$ cat src/ppf_pkg.sv
// Constants for the parallel-port floppy pin multiplexer
package ppf_pkg;

  // ----------------------------------------------------------------
  // Register port
  // ----------------------------------------------------------------
  localparam int AW = 4;
  localparam int DW = 8;

  localparam logic [3:0] OFS_PDATA = 4'h0;   // Parallel data
  localparam logic [3:0] OFS_PSTAT = 4'h1;   // Parallel status
  localparam logic [3:0] OFS_PCTRL = 4'h2;   // Parallel control
  localparam logic [3:0] OFS_CFG4  = 4'h4;   // Configuration register 4
  localparam logic [3:0] OFS_DSEL  = 4'h5;   // Drive select / motors
  localparam logic [3:0] OFS_PSET  = 4'h6;   // Port settings

  localparam logic [7:0] RST_PDATA = 8'h00;
  localparam logic [7:0] RST_PCTRL = 8'h04;
  localparam logic [7:0] RST_CFG4  = 8'h00;
  localparam logic [7:0] RST_DSEL  = 8'h00;
  localparam logic [7:0] RST_PSET  = 8'h00;

  // ----------------------------------------------------------------
  // Field layouts
  // ----------------------------------------------------------------
  localparam int CFG4_MODE_LSB = 0;   // Two-bit mode field
  localparam logic [1:0] MODE_NORMAL = 2'h0;
  localparam logic [1:0] MODE_PPF1   = 2'h1;   // Drive 1 on connector
  localparam logic [1:0] MODE_PPF2   = 2'h2;   // Drives 0 and 1

  localparam int DSEL_SEL_LSB = 0;    // Two-bit selected drive
  localparam int DSEL_MTR_LSB = 4;    // Four motor enables

  localparam int PSET_ECP = 0;
  localparam int PSET_DMA = 1;

  // Control register bits; STB to SLIN also index the control pin group
  localparam int CTL_STB   = 0;
  localparam int CTL_AFD   = 1;
  localparam int CTL_INIT  = 2;
  localparam int CTL_SLIN  = 3;
  localparam int CTL_IRQEN = 4;
  localparam int CTL_DIR   = 5;

  // Status pin group index
  localparam int STS_ACK   = 0;
  localparam int STS_BUSY  = 1;
  localparam int STS_PE    = 2;
  localparam int STS_PRINTER_SELECTED  = 3;
  localparam int STS_FAULT = 4;

  // Status register bit positions
  localparam int SR_PORT_BUSY_STATUS = 7;
  localparam int SR_PORT_ACKNOWLEDGE  = 6;
  localparam int SR_PE    = 5;
  localparam int SR_PRINTER_SELECTED  = 4;
  localparam int SR_PORT_FAULT  = 3;

  // Fixed "cable not connected" answers in floppy mode
  localparam logic [7:0] PSTAT_FLOPPY  = 8'h48;
  localparam logic [3:0] PCTRL_FLOPPY  = 4'h4;

  // Dedicated floppy output vector index
  localparam int FO_WDATA = 0;
  localparam int FO_DENS  = 1;
  localparam int FO_HEAD  = 2;
  localparam int FO_WGATE = 3;
  localparam int FO_DIR   = 4;
  localparam int FO_STEP  = 5;
  localparam int FO_DS0   = 6;
  localparam int FO_DS1   = 7;
  localparam int FO_MTR0  = 8;
  localparam int FO_MTR1  = 9;

  // Floppy input vector index
  localparam int FI_INDEX  = 0;
  localparam int FI_TRK0   = 1;
  localparam int FI_WP     = 2;
  localparam int FI_RDATA  = 3;
  localparam int FI_DSKCHG = 4;
  localparam int FI_MID0   = 5;
  localparam int FI_MID1   = 6;

  localparam int SYNC_W = 25;   // Pin inputs through the synchroniser

endpackage

$ cat src/ppf_sync.sv
// Two-flop synchroniser for a bus of pin inputs
`timescale 1ns/1ps
module ppf_sync #(
  parameter int W = 1
) (
  input  wire logic         clock,
  input  wire logic         rst,
  input  wire logic [W-1:0] async_in,
  output logic      [W-1:0] sync_q
);
  logic [W-1:0] meta_q;

  // First stage is read by the second stage only
  always_ff @(posedge clock) begin
    if (rst) begin
      meta_q <= '0;
      sync_q <= '0;
    end else begin
      meta_q <= async_in;
      sync_q <= meta_q;
    end
  end
endmodule // ppf_sync

$ cat src/ppf_mux.sv
// Parallel-port floppy pin multiplexer with its register port
`timescale 1ns/1ps
module ppf_mux
  import ppf_pkg::*;
(
  input  wire logic          clock,
  input  wire logic          rst,
  // Register port
  input  wire logic [ppf_pkg::AW-1:0] reg_addr,
  input  wire logic [ppf_pkg::DW-1:0] reg_wdata,
  input  wire logic          reg_wr,
  input  wire logic          reg_rd,
  output logic [ppf_pkg::DW-1:0] reg_rdata,
  // Floppy core, same clock
  input  wire logic          core_wdata_n,
  input  wire logic          core_density,
  input  wire logic          core_head_n,
  input  wire logic          core_wgate_n,
  input  wire logic          core_dir_n,
  input  wire logic          core_step_n,
  input  wire logic          core_dma_req,
  output logic [6:0]         core_disk_status,
  output logic               core_addr10,
  // Dedicated floppy pins
  input  wire logic [6:0]    flp_in_pins,
  output logic [9:0]         flp_out_drv,
  output logic [9:0]         flp_out_en,
  // Parallel connector pins
  input  wire logic [7:0]    port_data_pins,
  output logic [7:0]         port_data_drv,
  output logic [7:0]         port_data_en,
  input  wire logic [3:0]    port_ctl_pins,
  output logic [3:0]         port_ctl_drv,
  output logic [3:0]         port_ctl_en,
  input  wire logic [4:0]    port_sts_pins,
  output logic [4:0]         port_sts_drv,
  output logic [4:0]         port_sts_en,
  // Shared pins
  output logic               drive2_sel_or_port_dir_drv,
  output logic               drive2_sel_or_port_dir_en,
  input  wire logic          addr10_or_drive3_sel_pin,
  output logic               addr10_or_drive3_sel_drv,
  output logic               addr10_or_drive3_sel_en,
  output logic               motor2_or_port_dma_ack_drv,
  output logic               motor2_or_port_dma_ack_en,
  output logic               motor3_or_port_dma_req_drv,
  output logic               motor3_or_port_dma_req_en,
  output logic               port_interrupt_out_drv,
  output logic               port_interrupt_out_en
);
  import ppf_pkg::*;

  // --------------------------------------------------------------
  // Helpers
  // --------------------------------------------------------------
  // Active-low select for drive n
  function automatic logic sel_n(input logic [1:0] sel,
                                 input logic [1:0] n);
    sel_n = (sel != n);
  endfunction

  // Drive routed to the connector in the given mode
  function automatic logic on_port(input logic [1:0] mode,
                                   input logic [1:0] drv);
    on_port = ((mode == MODE_PPF1) && (drv == 2'd1)) ||
              ((mode == MODE_PPF2) && (drv <= 2'd1));
  endfunction

  // --------------------------------------------------------------
  // Registers
  // --------------------------------------------------------------
  logic [7:0] pdata_q, pctrl_q, cfg4_q, dsel_q, pset_q;
  logic [7:0] rdata_q;
  logic [7:0] rd_val;

  logic [1:0] mode;
  logic       floppy;
  logic       dual;
  logic       ecp;
  logic       dma_en;
  logic [1:0] sel;
  logic [3:0] mtr;
  logic       routed;

  assign mode   = cfg4_q[CFG4_MODE_LSB +: 2];
  assign floppy = (mode == MODE_PPF1) || (mode == MODE_PPF2);
  assign dual   = (mode == MODE_PPF2);
  assign ecp    = pset_q[PSET_ECP];
  assign dma_en = pset_q[PSET_DMA];
  assign sel    = dsel_q[DSEL_SEL_LSB +: 2];
  assign mtr    = dsel_q[DSEL_MTR_LSB +: 4];
  assign routed = on_port(mode, sel);

  // Writes store even in floppy mode so data reads back
  always_ff @(posedge clock) begin
    if (rst) begin
      pdata_q <= RST_PDATA;
      pctrl_q <= RST_PCTRL;
      cfg4_q  <= RST_CFG4;
      dsel_q  <= RST_DSEL;
      pset_q  <= RST_PSET;
    end else if (reg_wr) begin
      case (reg_addr)
        OFS_PDATA: pdata_q <= reg_wdata;
        OFS_PCTRL: pctrl_q <= reg_wdata;
        OFS_CFG4:  cfg4_q  <= reg_wdata;
        OFS_DSEL:  dsel_q  <= reg_wdata;
        OFS_PSET:  pset_q  <= reg_wdata;
        default: ;
      endcase
    end
  end

  // --------------------------------------------------------------
  // Pin input synchronisers
  // --------------------------------------------------------------
  logic [SYNC_W-1:0] sync_v;
  logic [7:0]        pd_s;
  logic [3:0]        ctl_s;
  logic [4:0]        sts_s;
  logic              a10_s;
  logic [6:0]        flp_s;

  ppf_sync #(.W(SYNC_W)) u_sync (
    .clock    (clock),
    .rst      (rst),
    .async_in ({flp_in_pins, addr10_or_drive3_sel_pin, port_sts_pins,
                port_ctl_pins, port_data_pins}),
    .sync_q   (sync_v)
  );

  assign pd_s  = sync_v[7:0];
  assign ctl_s = sync_v[11:8];
  assign sts_s = sync_v[16:12];
  assign a10_s = sync_v[17];
  assign flp_s = sync_v[24:18];

  // --------------------------------------------------------------
  // Register reads; data stand for the one cycle after the strobe
  // --------------------------------------------------------------
  always_comb begin
    rd_val = 8'h00;
    case (reg_addr)
      OFS_PDATA: rd_val = floppy ? pdata_q : pd_s;
      OFS_PSTAT: begin
        if (floppy) begin
          rd_val = PSTAT_FLOPPY;
        end else begin
          rd_val[SR_PORT_BUSY_STATUS] = ~sts_s[STS_BUSY];
          rd_val[SR_PORT_ACKNOWLEDGE]  = sts_s[STS_ACK];
          rd_val[SR_PE]    = sts_s[STS_PE];
          rd_val[SR_PRINTER_SELECTED]  = sts_s[STS_PRINTER_SELECTED];
          rd_val[SR_PORT_FAULT]  = sts_s[STS_FAULT];
        end
      end
      OFS_PCTRL: rd_val = floppy ? {pctrl_q[7:4], PCTRL_FLOPPY}
                                 : pctrl_q;
      OFS_CFG4:  rd_val = cfg4_q;
      OFS_DSEL:  rd_val = dsel_q;
      OFS_PSET:  rd_val = pset_q;
      default:   rd_val = 8'h00;
    endcase
  end

  always_ff @(posedge clock) begin
    if (rst) begin
      rdata_q <= 8'h00;
    end else begin
      rdata_q <= reg_rd ? rd_val : 8'h00;
    end
  end

  assign reg_rdata = rdata_q;

  // --------------------------------------------------------------
  // Floppy status toward the core
  // --------------------------------------------------------------
  logic [6:0] disk_d, disk_q;
  logic       a10_q;

  always_comb begin
    if (floppy && routed) begin
      disk_d[FI_INDEX]  = pd_s[0];
      disk_d[FI_TRK0]   = pd_s[1];
      disk_d[FI_WP]     = pd_s[2];
      disk_d[FI_RDATA]  = pd_s[3];
      disk_d[FI_DSKCHG] = pd_s[4];
      disk_d[FI_MID0]   = pd_s[5];
      disk_d[FI_MID1]   = pd_s[7];
    end else begin
      disk_d = flp_s;
    end
  end

  always_ff @(posedge clock) begin
    if (rst) begin
      disk_q <= 7'h7F;
      a10_q  <= 1'b0;
    end else begin
      disk_q <= disk_d;
      a10_q  <= a10_s;
    end
  end

  assign core_disk_status = disk_q;
  assign core_addr10      = a10_q;

  // --------------------------------------------------------------
  // Pin drive and direction, all from registered state
  // --------------------------------------------------------------
  logic [9:0] fo_d, foe_d, fo_q, foe_q;
  logic [7:0] pd_d, pde_d, pd_q, pde_q;
  logic [3:0] cd_d, cde_d, cd_q, cde_q;
  logic [4:0] sd_d, sde_d, sd_q, sde_q;
  logic [4:0] sh_d, she_d, sh_q, she_q;   // d2, a10, m2, m3, irq

  always_comb begin
    // Dedicated floppy outputs
    fo_d[FO_WDATA] = core_wdata_n;
    fo_d[FO_DENS]  = core_density;
    fo_d[FO_HEAD]  = core_head_n;
    fo_d[FO_WGATE] = core_wgate_n;
    fo_d[FO_DIR]   = core_dir_n;
    fo_d[FO_STEP]  = core_step_n;
    fo_d[FO_DS0]   = dual | sel_n(sel, 2'd0);
    fo_d[FO_DS1]   = floppy | sel_n(sel, 2'd1);
    fo_d[FO_MTR0]  = dual | ~mtr[0];
    fo_d[FO_MTR1]  = floppy | ~mtr[1];
    foe_d = (floppy && routed) ? 10'h000 : 10'h3FF;

    // Normal port: data direction from control, control pins driven
    pd_d  = pdata_q;
    pde_d = pctrl_q[CTL_DIR] ? 8'h00 : 8'hFF;
    cd_d[CTL_STB]  = ~pctrl_q[CTL_STB];
    cd_d[CTL_AFD]  = ~pctrl_q[CTL_AFD];
    cd_d[CTL_INIT] = pctrl_q[CTL_INIT];
    cd_d[CTL_SLIN] = ~pctrl_q[CTL_SLIN];
    cde_d = 4'hF;
    sd_d  = 5'h00;
    sde_d = 5'h00;

    // Shared pins in normal mode
    if (ecp) begin
      sh_d  = {~sts_s[STS_ACK], core_dma_req & dma_en, 1'b1, 1'b1,
               pctrl_q[CTL_DIR]};
      she_d = {pctrl_q[CTL_IRQEN], 1'b1, 1'b0, 1'b0, 1'b1};
    end else begin
      sh_d  = {~sts_s[STS_ACK], ~mtr[3], ~mtr[2], sel_n(sel, 2'd3),
               sel_n(sel, 2'd2)};
      she_d = {pctrl_q[CTL_IRQEN], 4'hF};
    end

    if (floppy) begin
      // Data pins are inputs except data 6 in dual mode
      pd_d     = 8'h00;
      pd_d[6]  = ~mtr[0];
      pde_d    = {1'b0, dual, 6'h00};
      cd_d[CTL_STB]  = sel_n(sel, 2'd0);
      cd_d[CTL_AFD]  = core_density;
      cd_d[CTL_INIT] = core_dir_n;
      cd_d[CTL_SLIN] = core_step_n;
      cde_d = {3'h7, dual};
      sd_d[STS_ACK]   = sel_n(sel, 2'd1);
      sd_d[STS_BUSY]  = ~mtr[1];
      sd_d[STS_PE]    = core_wdata_n;
      sd_d[STS_PRINTER_SELECTED]  = core_wgate_n;
      sd_d[STS_FAULT] = core_head_n;
      sde_d = 5'h1F;
      // Shared pins: d2 high under ECP, others float or low
      sh_d  = 5'h01;
      she_d = {pctrl_q[CTL_IRQEN],
               ecp & dma_en,
               1'b0, 1'b0,
               ecp};
    end
  end

  // Registered so a mode or select change never glitches a pin
  always_ff @(posedge clock) begin
    if (rst) begin
      fo_q  <= 10'h3FF;
      foe_q <= 10'h000;
      pd_q  <= 8'h00;
      pde_q <= 8'h00;
      cd_q  <= 4'h0;
      cde_q <= 4'h0;
      sd_q  <= 5'h00;
      sde_q <= 5'h00;
      sh_q  <= 5'h00;
      she_q <= 5'h00;
    end else begin
      fo_q  <= fo_d;
      foe_q <= foe_d;
      pd_q  <= pd_d;
      pde_q <= pde_d;
      cd_q  <= cd_d;
      cde_q <= cde_d;
      sd_q  <= sd_d;
      sde_q <= sde_d;
      sh_q  <= sh_d;
      she_q <= she_d;
    end
  end

  assign flp_out_drv   = fo_q;
  assign flp_out_en    = foe_q;
  assign port_data_drv = pd_q;
  assign port_data_en  = pde_q;
  assign port_ctl_drv  = cd_q;
  assign port_ctl_en   = cde_q;
  assign port_sts_drv  = sd_q;
  assign port_sts_en   = sde_q;

  assign drive2_sel_or_port_dir_drv = sh_q[0];
  assign drive2_sel_or_port_dir_en  = she_q[0];
  assign addr10_or_drive3_sel_drv   = sh_q[1];
  assign addr10_or_drive3_sel_en    = she_q[1];
  assign motor2_or_port_dma_ack_drv = sh_q[2];
  assign motor2_or_port_dma_ack_en  = she_q[2];
  assign motor3_or_port_dma_req_drv = sh_q[3];
  assign motor3_or_port_dma_req_en  = she_q[3];
  assign port_interrupt_out_drv     = sh_q[4];
  assign port_interrupt_out_en      = she_q[4];

endmodule // ppf_mux

$ cat config.mk
export PLATFORM = sky130hd
export DESIGN_NAME = ppf_mux
export DESIGN_NICKNAME = d
export VERILOG_FILES = /design/src/ppf_pkg.sv /design/src/ppf_sync.sv /design/src/ppf_mux.sv
export SDC_FILE = /design/constraint.sdc
export NUM_CORES = 1
export LEC_CHECK = 0
export ABC_AREA = 0
export BUFFER_PORTS_ARGS = -buffer_cell sky130_fd_sc_hd__buf_2
export CELL_PAD_IN_SITES_DETAIL_PLACEMENT = 0
export CELL_PAD_IN_SITES_GLOBAL_PLACEMENT = 1
export CORE_ASPECT_RATIO = 0.8
export CORE_MARGIN = 2
export CORE_UTILIZATION = 37
export CTS_BUF_LIST = sky130_fd_sc_hd__clkbuf_4
export CTS_CLUSTER_SIZE = 14
export DETAILED_ROUTE_END_ITERATION = 8
export GPL_ROUTABILITY_DRIVEN = 1
export PLACE_DENSITY_LB_ADDON = 0.1
export REMOVE_ABC_BUFFERS = 1
export SLEW_MARGIN = 40
export SYNTH_ARGS = -nofsm -noshare
export SYNTH_HDL_FRONTEND = slang
export SYNTH_SLANG_ARGS = --single-unit
$ cat constraint.sdc
create_clock -name clock -period 1.8 [get_ports clock]
set_clock_uncertainty 0.2 [all_clocks]
set_input_delay 0 -clock clock [delete_from_list [all_inputs] [get_ports clock]]
set_output_delay 0 -clock clock [all_outputs]
set_load 0.01 [all_outputs]
Yosys cells after proc, flatten, opt, wreduce, memory -nomap -nowiden
Index checks and enable logic that the tools add are counted.

Memory bits (read-only): 0. Latch bits: 0. Memories kept: 0. Memory bits (writable): 0. Input bits: 48. Output and inout port bits: 80. Register bits after elaboration: 170.

$lt $le $gt $ge: 1. Reductions and logical operators: 15. Divide/modulo/power cells: 0. Equality and inequality tests: 11. Multiplexer cells: 16. Multiply operators: 0. Shifts and indexed selects: 0. $add $sub $neg: 0. Bitwise logic cells: 17.

Operator list (count): $pmux 8 s6 (1); $mux 7 (3); $mux 4 (4); $mux 8 (2); $eq 4x3->1 const B (3); $not 1->1 (11); $mux 10 (1); $mux 5 (2); $reduce_and 2->1 (5); $reduce_or 2->1 (3); $eq 2x1->1 const B (2); $eq 4x1->1 const B (1); $eq 4x2->1 const B (1); $logic_not 4->1 (1); $ne 2x2->1 const B (2); $or 1x1->1 (4); $logic_and 1x1->1 (3); $mux 3 (1); $and 1x1->1 (2); $eq 2x2->1 const B (1); $le 2x1->1 const B (1); $logic_or 1x1->1 (2); $mux 1 (2); $ne 2x1->1 const B (1); $reduce_bool 2->1 (1).

Depth between registers and ports, before layout
Gate-level depths: netlist of run 1.

Depth after elaboration: 5. Gate-level depth with buffers: 8. Depth with buffers taken out: 6.

Modules after synthesis
A second synthesis of run 1 with hierarchy kept.

Cells, all modules: 506. Area, all modules: 5203.7 µm².

Modules (own cells, without submodules): ppf_mux (times used 1, seq. area each 1961.9 µm², area an instance 3865.0 µm², cells each 401); ppf_sync (times used 1, seq. area each 1001.0 µm², area an instance 1338.8 µm², cells each 105).

Worst setup path after synthesis of run 1
Ideal clock, no wire load.

Path type: flip-flop to flip-flop. Start: register cfg4_q[0]. End: register rdata_q[4] (netlist: reg_rdata[4]). Setup time: 0.130 ns. Arrival time: 1.622 ns. Path buffers: 1. Stages on the path, launching flop included: 7. Slack: -0.152 ns. Cell sequence: dfxtp_1 -> inv_1 -> ha_1 -> buf_2 -> mux2_2 -> a222oi_1 -> a21oi_1.

Longest elaborated chain between the ends: 4. Elaborated cells on any way between the ends: 6. Classes of those cells: eq/ne: 2; mux: 3; reduce/logical: 1.

RTL lines: start: declaration (line ppf_mux.sv:72) `logic [7:0] pdata_q, pctrl_q, cfg4_q, dsel_q, pset_q;`; start signal: assignment (line ppf_mux.sv:106) `OFS_CFG4: cfg4_q <= reg_wdata;`; $eq 2x1->1 or $eq 2x2->1 (tied branches) (line ppf_mux.sv:86) `assign floppy = (mode == MODE_PPF1) || (mode == MODE_PPF2);`; $logic_or 1x1->1 * (line ppf_mux.sv:86); $mux 5 or $mux 8 (tied branches) (line ppf_mux.sv:146, ppf_mux.sv:144); $pmux 8 s6 * (line ppf_mux.sv:143) `case (reg_addr)`; end signal: assignment (line ppf_mux.sv:169) `rdata_q <= reg_rd ? rd_val : 8'h00;`; end: declaration (line ppf_mux.sv:73) `logic [7:0] rdata_q;`.

Mark *: on every way between the ends. The rest lies on a longest branch, timed or not. A chain may end at the register's enable or synchronous reset.

Worst setup path after layout of run 1
Start: register cfg4_q[0]. End: register rdata_q[7] (netlist: reg_rdata[7]).

Same word-level chain as after synthesis.

==> reports/results.tsv, run 1 <==
metric	value	unit
outcome	finished, violations left	
violated checks	negative setup slack	
Final Slew Violations	0	
combinational fraction of design power	0.106	
Vias	4214	
CP arrival	2.00	ns
core area	13000	um^2
worst vdd ir	0.000392	V
cts bufs inserted	17	
fin cells	906	
Detail Placement HPWL	8630	um
Buffers on Ports	123	
root buffer cell	clkbuf_4	
via/cell ratio	4.65	
required time of the critical path	1.99	ns
Die Y	108	um
# H-tree levels	4	
clk buf depth	2	
Util after Layout	0.546	
WHS Path Cells	3	
Rel. slew slack	0.724	
Ports	128	
dpl cells	777	
final hold vios	0	
Tcrit/Tclk final	1.01	
wire per inst	14.7	um
Synth Register Bits	140	
Hold WC Path Type	in2reg	
MaxCap Viol Count	0	
Final ANT Viol Nets	0	
post-route cell area	7100	um^2
post-synthesis cell type count	40	
RSZ-0062 raised after global routing	true	
sequential area share after synthesis	0.562	
Clk pwr share	0.333	
Post-Route WL	13300	um
r2r setup slk	-0.01	ns
grt total ovfl	0	
Clk pin slew, worst setup/hold paths	0.12	ns
commonest non-fill, non-tap cell in the layout	dfxtp_1	
share of cells above drive strength 1	0.291	
ys async rst share	0	
crit end category	register	
setup slack after layout	-0.0108	ns
initial antenna violation count	0	
Leakage Power	3.08	nW
CP Max Fanout	7	
NetSw	1.43	mW
Fmax	552	MHz
register area	2810	um^2
num rows	37	
Post-synth EDFFs	0	
global-route wire length before repair	21000	um
Reg-to-Reg Start	cfg4_q[0]	
top_reg_cell synth	dfxtp_1	
first drt pass iteration count	5	
clk sinks	140	
top area cells in the synthesized netlist	dfxtp_1 56%, mux2i_1 6.8%, nor2b_1 6.3%	
Global Route Usage Sum	0.189	
number of global-route vias before repair	4124	
number of diodes	0	
power density over the cells	812	nW/um^2
Reg power frac	0.561	
cell area after synthesis	4990	um^2
TritonCTS clock tree	built	
Hold Path Sink	port_sts_drv[4]	
Syn Inst Count	499	
count of final setup violators	2	
1st-iter DRT viols	167	
r2r worst-path depth	6	
Multi-input gate area	1900	um^2
slew at the pin closest to its max-slew limit	0.412	ns
largest net degree at the start of global routing	37	
min-delay src	core_head_n	
Residual DRC	0	
GPL Wtd Cong	0.803	
post-synth top area cell	dfxtp_1	
DIE WIDTH	134	um
Die ar.	14400	um^2
worst slack, placed	-0.131	ns
Setup CP Type	reg2reg	
Synth top area share	0.562	
Clock Latency Late Sink	0.51	ns
Pint	4.33	mW
most frequent cells in the layout	137 x dfxtp_1, 121 x buf_2, 98 x dlygate4sd3_1, 50 x nor2b_1, 47 x nand2_1	
final worst path period need	1.81	ns
fill count	1203	
total chip power	5.77	mW
Critical Path Start Type	register	
switching share of power	0.248	
Starting Density	0.384	
YS warnings	0	
DP Area	5780	um^2
Area Overhead vs Synth	42.3	%
# nets final	770	
RR Endpoint	reg_rdata[7]	
mean post-synth cell area	10.0	um^2
[synth_stat cells, types with 2 or more instances]
cell	number
a32oi_1	2
mux2i_1	34
or2_2	6
nand2_1	47
buf_4	24
nand3_1	22
buf_2	12
nor2_1	36
a31oi_1	3
inv_1	8
mux2_2	7
nor2b_1	50
dfxtp_1	140
a21oi_1	33
nand3b_1	3
a21o_1	2
o21ai_0	11
clkbuf_1	14
and2_1	12
and3_1	2
o2bb2ai_1	5
nor3_1	5
ha_1	2
a222oi_1	3
[state kept, by name (all words and copies together), names as in the netlist, 5 cells and up]
register and count:
pset_q 8, port_sts_drv 5, cfg4_q 8, dsel_q 8, core_disk_status 7, u_sync.sync_q 21
u_sync.meta_q 21, flp_out_drv 10, port_data_drv 8, pdata_q 8, sh_q 5, reg_rdata 8
pctrl_q 8
[per-layer routing]
layer / global-route usage / up-vias / wire, um / share of wire
met5: 0 / - / 0 / 0
met4: 0.0608 / 0 / 172 / 0.013
met3: 0.0457 / 16 / 738 / 0.055
met2: 0.306 / 127 / 6170 / 0.46
met1: 0.249 / 1989 / 6270 / 0.47
li1: - / 2082 / - / -
[cell families (layout without fill, tap and decap cells)]
logic type      Yosys count  in the layout  share of synthesized area
compound gates           65             65                     0.0790
fa+ha+maj                 2              2                    0.00501
buf+inv                  60            292                     0.0664
flops                   140            140                      0.562
mux                      41             41                     0.0840
simple gates            191            191                      0.204
[timing repair]
action,4_1_cts,5_1_grt
hold buffers,100,2
gates resized for setup,11,15
buffers inserted,1,1
pin swaps,10,6
hold endpoints to repair,125,12
setup endpoints to repair,15,25
[power groups by stage]
stage	Clock [mW]	Combinational [mW]	Sequential, mW
after floorplan	0	0.136	3.34
after global routing	2.13	0.661	3.25
final	1.92	0.610	3.24
after detailed placement	0	0.454	3.31
after CTS	2.00	0.607	3.24
after global placement	0	0.449	3.31
[how the worst max path moves through the flow]
stage / to / cells past startpoint / slack, ns / from
after global placement: core_disk_status[1] / 7 / -0.09 / cfg4_q[0]
after global routing: reg_rdata[6] / 7 / -0.07 / cfg4_q[0]
after detailed placement: core_disk_status[2] / 7 / -0.13 / cfg4_q[0]
after floorplan: reg_rdata[5] / 5 / -0.46 / cfg4_q[0]
final: reg_rdata[7] / 6 / -0.01 / cfg4_q[0]
after CTS: reg_rdata[0] / 7 / 0.006 / cfg4_q[0]
[per-stage QoR]
step / TNS [ns] / hold slack (ns)
6_report: -0.0182 / 0.0360
5_1_grt: -0.300 / 0.00682
2_1_floorplan: -7.12 / -0.133
4_1_cts: 0 / 0.00137
3_5_place_dp: -1.46 / -0.00157
3_3_place_gp: -0.858 / -0.00529
[critical path: stages, from the launching register on]
cell	delay, ns
dfxtp_2	0.35
inv_2	0.04
ha_4	0.27
buf_6	0.13
mux2_2	0.33
a222oi_1	0.28
a21oi_1	0.10
[cell type report]
class,instances,area share
flip-flops and latches,140,0.396
multi-input cells,299,0.268
repair buffers,254,0.264
well taps,175,0.0308
clock buffers,18,0.0190
clock inverters,12,0.0174
inverters,8,0.00458
Power figures use the tool's default switching activity.
==> inputs of run 2 (changes only) <==
CTS_BUF_LIST = sky130_fd_sc_hd__clkbuf_2   (was sky130_fd_sc_hd__clkbuf_4)
==> run 2 against run 1 <==
Compared with the run above:
- the flow finishes with violations (negative hold slack, negative setup slack)
- power down 2.5%
- utilization is 2.1 points higher
- sequential power hardly changed
- fmax fell by 0.99%
- register-to-register slack got worse by 0.02 ns
- via count up 2.9%
- routed wire length increased by 2.8%
- largest cell class unchanged
- largest power group unchanged
- highest routed layer unchanged
==> reports/results.tsv, run 2 (synthesis results as in run 1) <==
metric	value	unit
CP Max Fanout	5	
CP delay by family, top	compound AO/OA/AOI/OAI gates	
CP startpoint	cfg4_q[0]	
most frequent cells in the layout	137 x dfxtp_1, 125 x dlygate4sd3_1, 122 x buf_2, 50 x nor2b_1, 46 x nand2_1	
# nets final	802	
DP Area	5780	um^2
WHS Path Cells	5	
Clk pwr share	0.307	
NetSw	1.44	mW
Area Overhead vs Synth	47.8	%
setup slack after layout	-0.0289	ns
hold_ws	-0.110	ns
Hold WC Path Type	in2reg	
critical path's slowest cell	dfxtp_2	
Final Slew Violations	0	
Reg power frac	0.577	
Pint	4.18	mW
commonest non-fill, non-tap cell in the layout	dfxtp_1	
initial antenna violation count	0	
crit end category	register	
required time of the critical path	2.15	ns
CP arrival	2.18	ns
MaxCap Viol Count	0	
Tcrit/Tclk final	1.02	
Reg-to-Reg Start	cfg4_q[0]	
min-delay src	reg_addr[1]	
post-route cell area	7370	um^2
fill count	1188	
Global Route Usage Sum	0.193	
combinational fraction of design power	0.116	
Clk pin slew, worst setup/hold paths	0.18	ns
1st-iter DRT viols	152	
Buffers on Ports	123	
Residual DRC	0	
TritonCTS clock tree	built	
num rows	37	
Detail Placement HPWL	8630	um
Buf/Inv on CP	2	
Setup CP Type	reg2reg	
Crit path largest cell delay	0.37	ns
global-route wire length before repair	21600	um
Vias	4337	
root buffer cell	clkbuf_2	
violated checks	negative hold slack, negative setup slack	
clk buf depth	2	
total chip power	5.62	mW
share of cells above drive strength 1	0.287	
via/cell ratio	4.62	
Fmax	547	MHz
Die ar.	14400	um^2
cts bufs inserted	17	
final hold vios	2	
Post-Route WL	13700	um
critical path depth	6	
first drt pass iteration count	4	
clk sinks	140	
Critical Path Start Type	register	
Leakage Power	3.21	nW
Final ANT Viol Nets	0	
worst slack, placed	-0.131	ns
# H-tree levels	4	
GPL Wtd Cong	0.803	
wire per inst	14.6	um
number of diodes	0	
worst vdd ir	0.000489	V
final worst path period need	1.83	ns
Rel. slew slack	0.697	
DIE WIDTH	134	um
Ports	128	
count of final setup violators	2	
Starting Density	0.384	
r2r worst-path depth	6	
number of global-route vias before repair	4318	
Clock Latency Late Sink	0.67	ns
switching share of power	0.257	
power density over the cells	763	nW/um^2
grt total ovfl	0	
outcome	finished, violations left	
RSZ-0062 raised after global routing	true	
slew at the pin closest to its max-slew limit	0.453	ns
Die Y	108	um
Critical Path, Cell by Cell	inv_2 -> ha_4 -> buf_6 -> mux2_4 -> a222oi_1 -> a21oi_1	
core area	13000	um^2
largest net degree at the start of global routing	37	
Util after Layout	0.567	
## run 2: cell count changes in the layout (fill, tap and decap cells not counted), sizes merged
cell,previous run,this run
dlymetal6s4s,0,1
dlygate4sd3,98,125
buf,155,159
## run 2: path summary, 6_finish.rpt
path | end | slack [ns]
hold / removal | cfg4_q[4] | -0.11
setup / recovery | reg_rdata[4] | -0.03
setup reg to reg | reg_rdata[4] | -0.03
hold reg to reg | u_sync.sync_q[16] | 0.24
## run 2: per-layer routing
metal / vias to the layer above / track usage / routed length, um
li1: 2148 / - / -
met1: 2041 / 0.253 / 6580
met2: 130 / 0.314 / 6240
met3: 18 / 0.0457 / 674
met4: 0 / 0.0638 / 229
met5: - / 0 / 0
## run 2: worst reg2reg max path, stage by stage (launching register included)
cell and delay (ns):
dfxtp_2 0.37, inv_2 0.04, ha_4 0.28, buf_6 0.13, mux2_4 0.30, a222oi_1 0.32, a21oi_1 0.10
## run 2: power groups by stage
stage / registers, mW / logic [mW] / clock network (mW)
2_1_floorplan: 3.34 / 0.136 / 0
3_5_place_dp: 3.31 / 0.454 / 0
5_1_grt: 3.26 / 0.709 / 1.92
3_3_place_gp: 3.31 / 0.449 / 0
6_report: 3.24 / 0.654 / 1.72
4_1_cts: 3.25 / 0.637 / 1.80
## run 2: what timing repair did
action                                  CTS  global route
hold buffers                            118            10
cloned                                    1             0
pin swaps                                 9             7
endpoints found under the setup margin   15            43
buffers inserted                          2             3
resized for setup                        10            17
endpoints found under the hold margin   140            17
## run 2: cell type report
cell class	instances	area, um^2	area share
Sequential cell	140	2810	0.381
Timing Repair Buffer	286	2180	0.296
Multi-Input combinational cell	299	1920	0.260
Tap cell	175	219	0.0297
Clock inverter	12	124	0.0168
Clock buffer	18	90.1	0.0122
Inverter	8	30.0	0.00407
## run 2: through the flow
| step | cells | TNS (ns) |
|---|---|---|
| final | 938 | -0.0486 |
| after global routing | 938 | -0.383 |
| after CTS | 928 | -0.00354 |
| after detailed placement | 777 | -1.46 |
| after global placement | 777 | -0.858 |
| after floorplan | 447 | -7.12 |
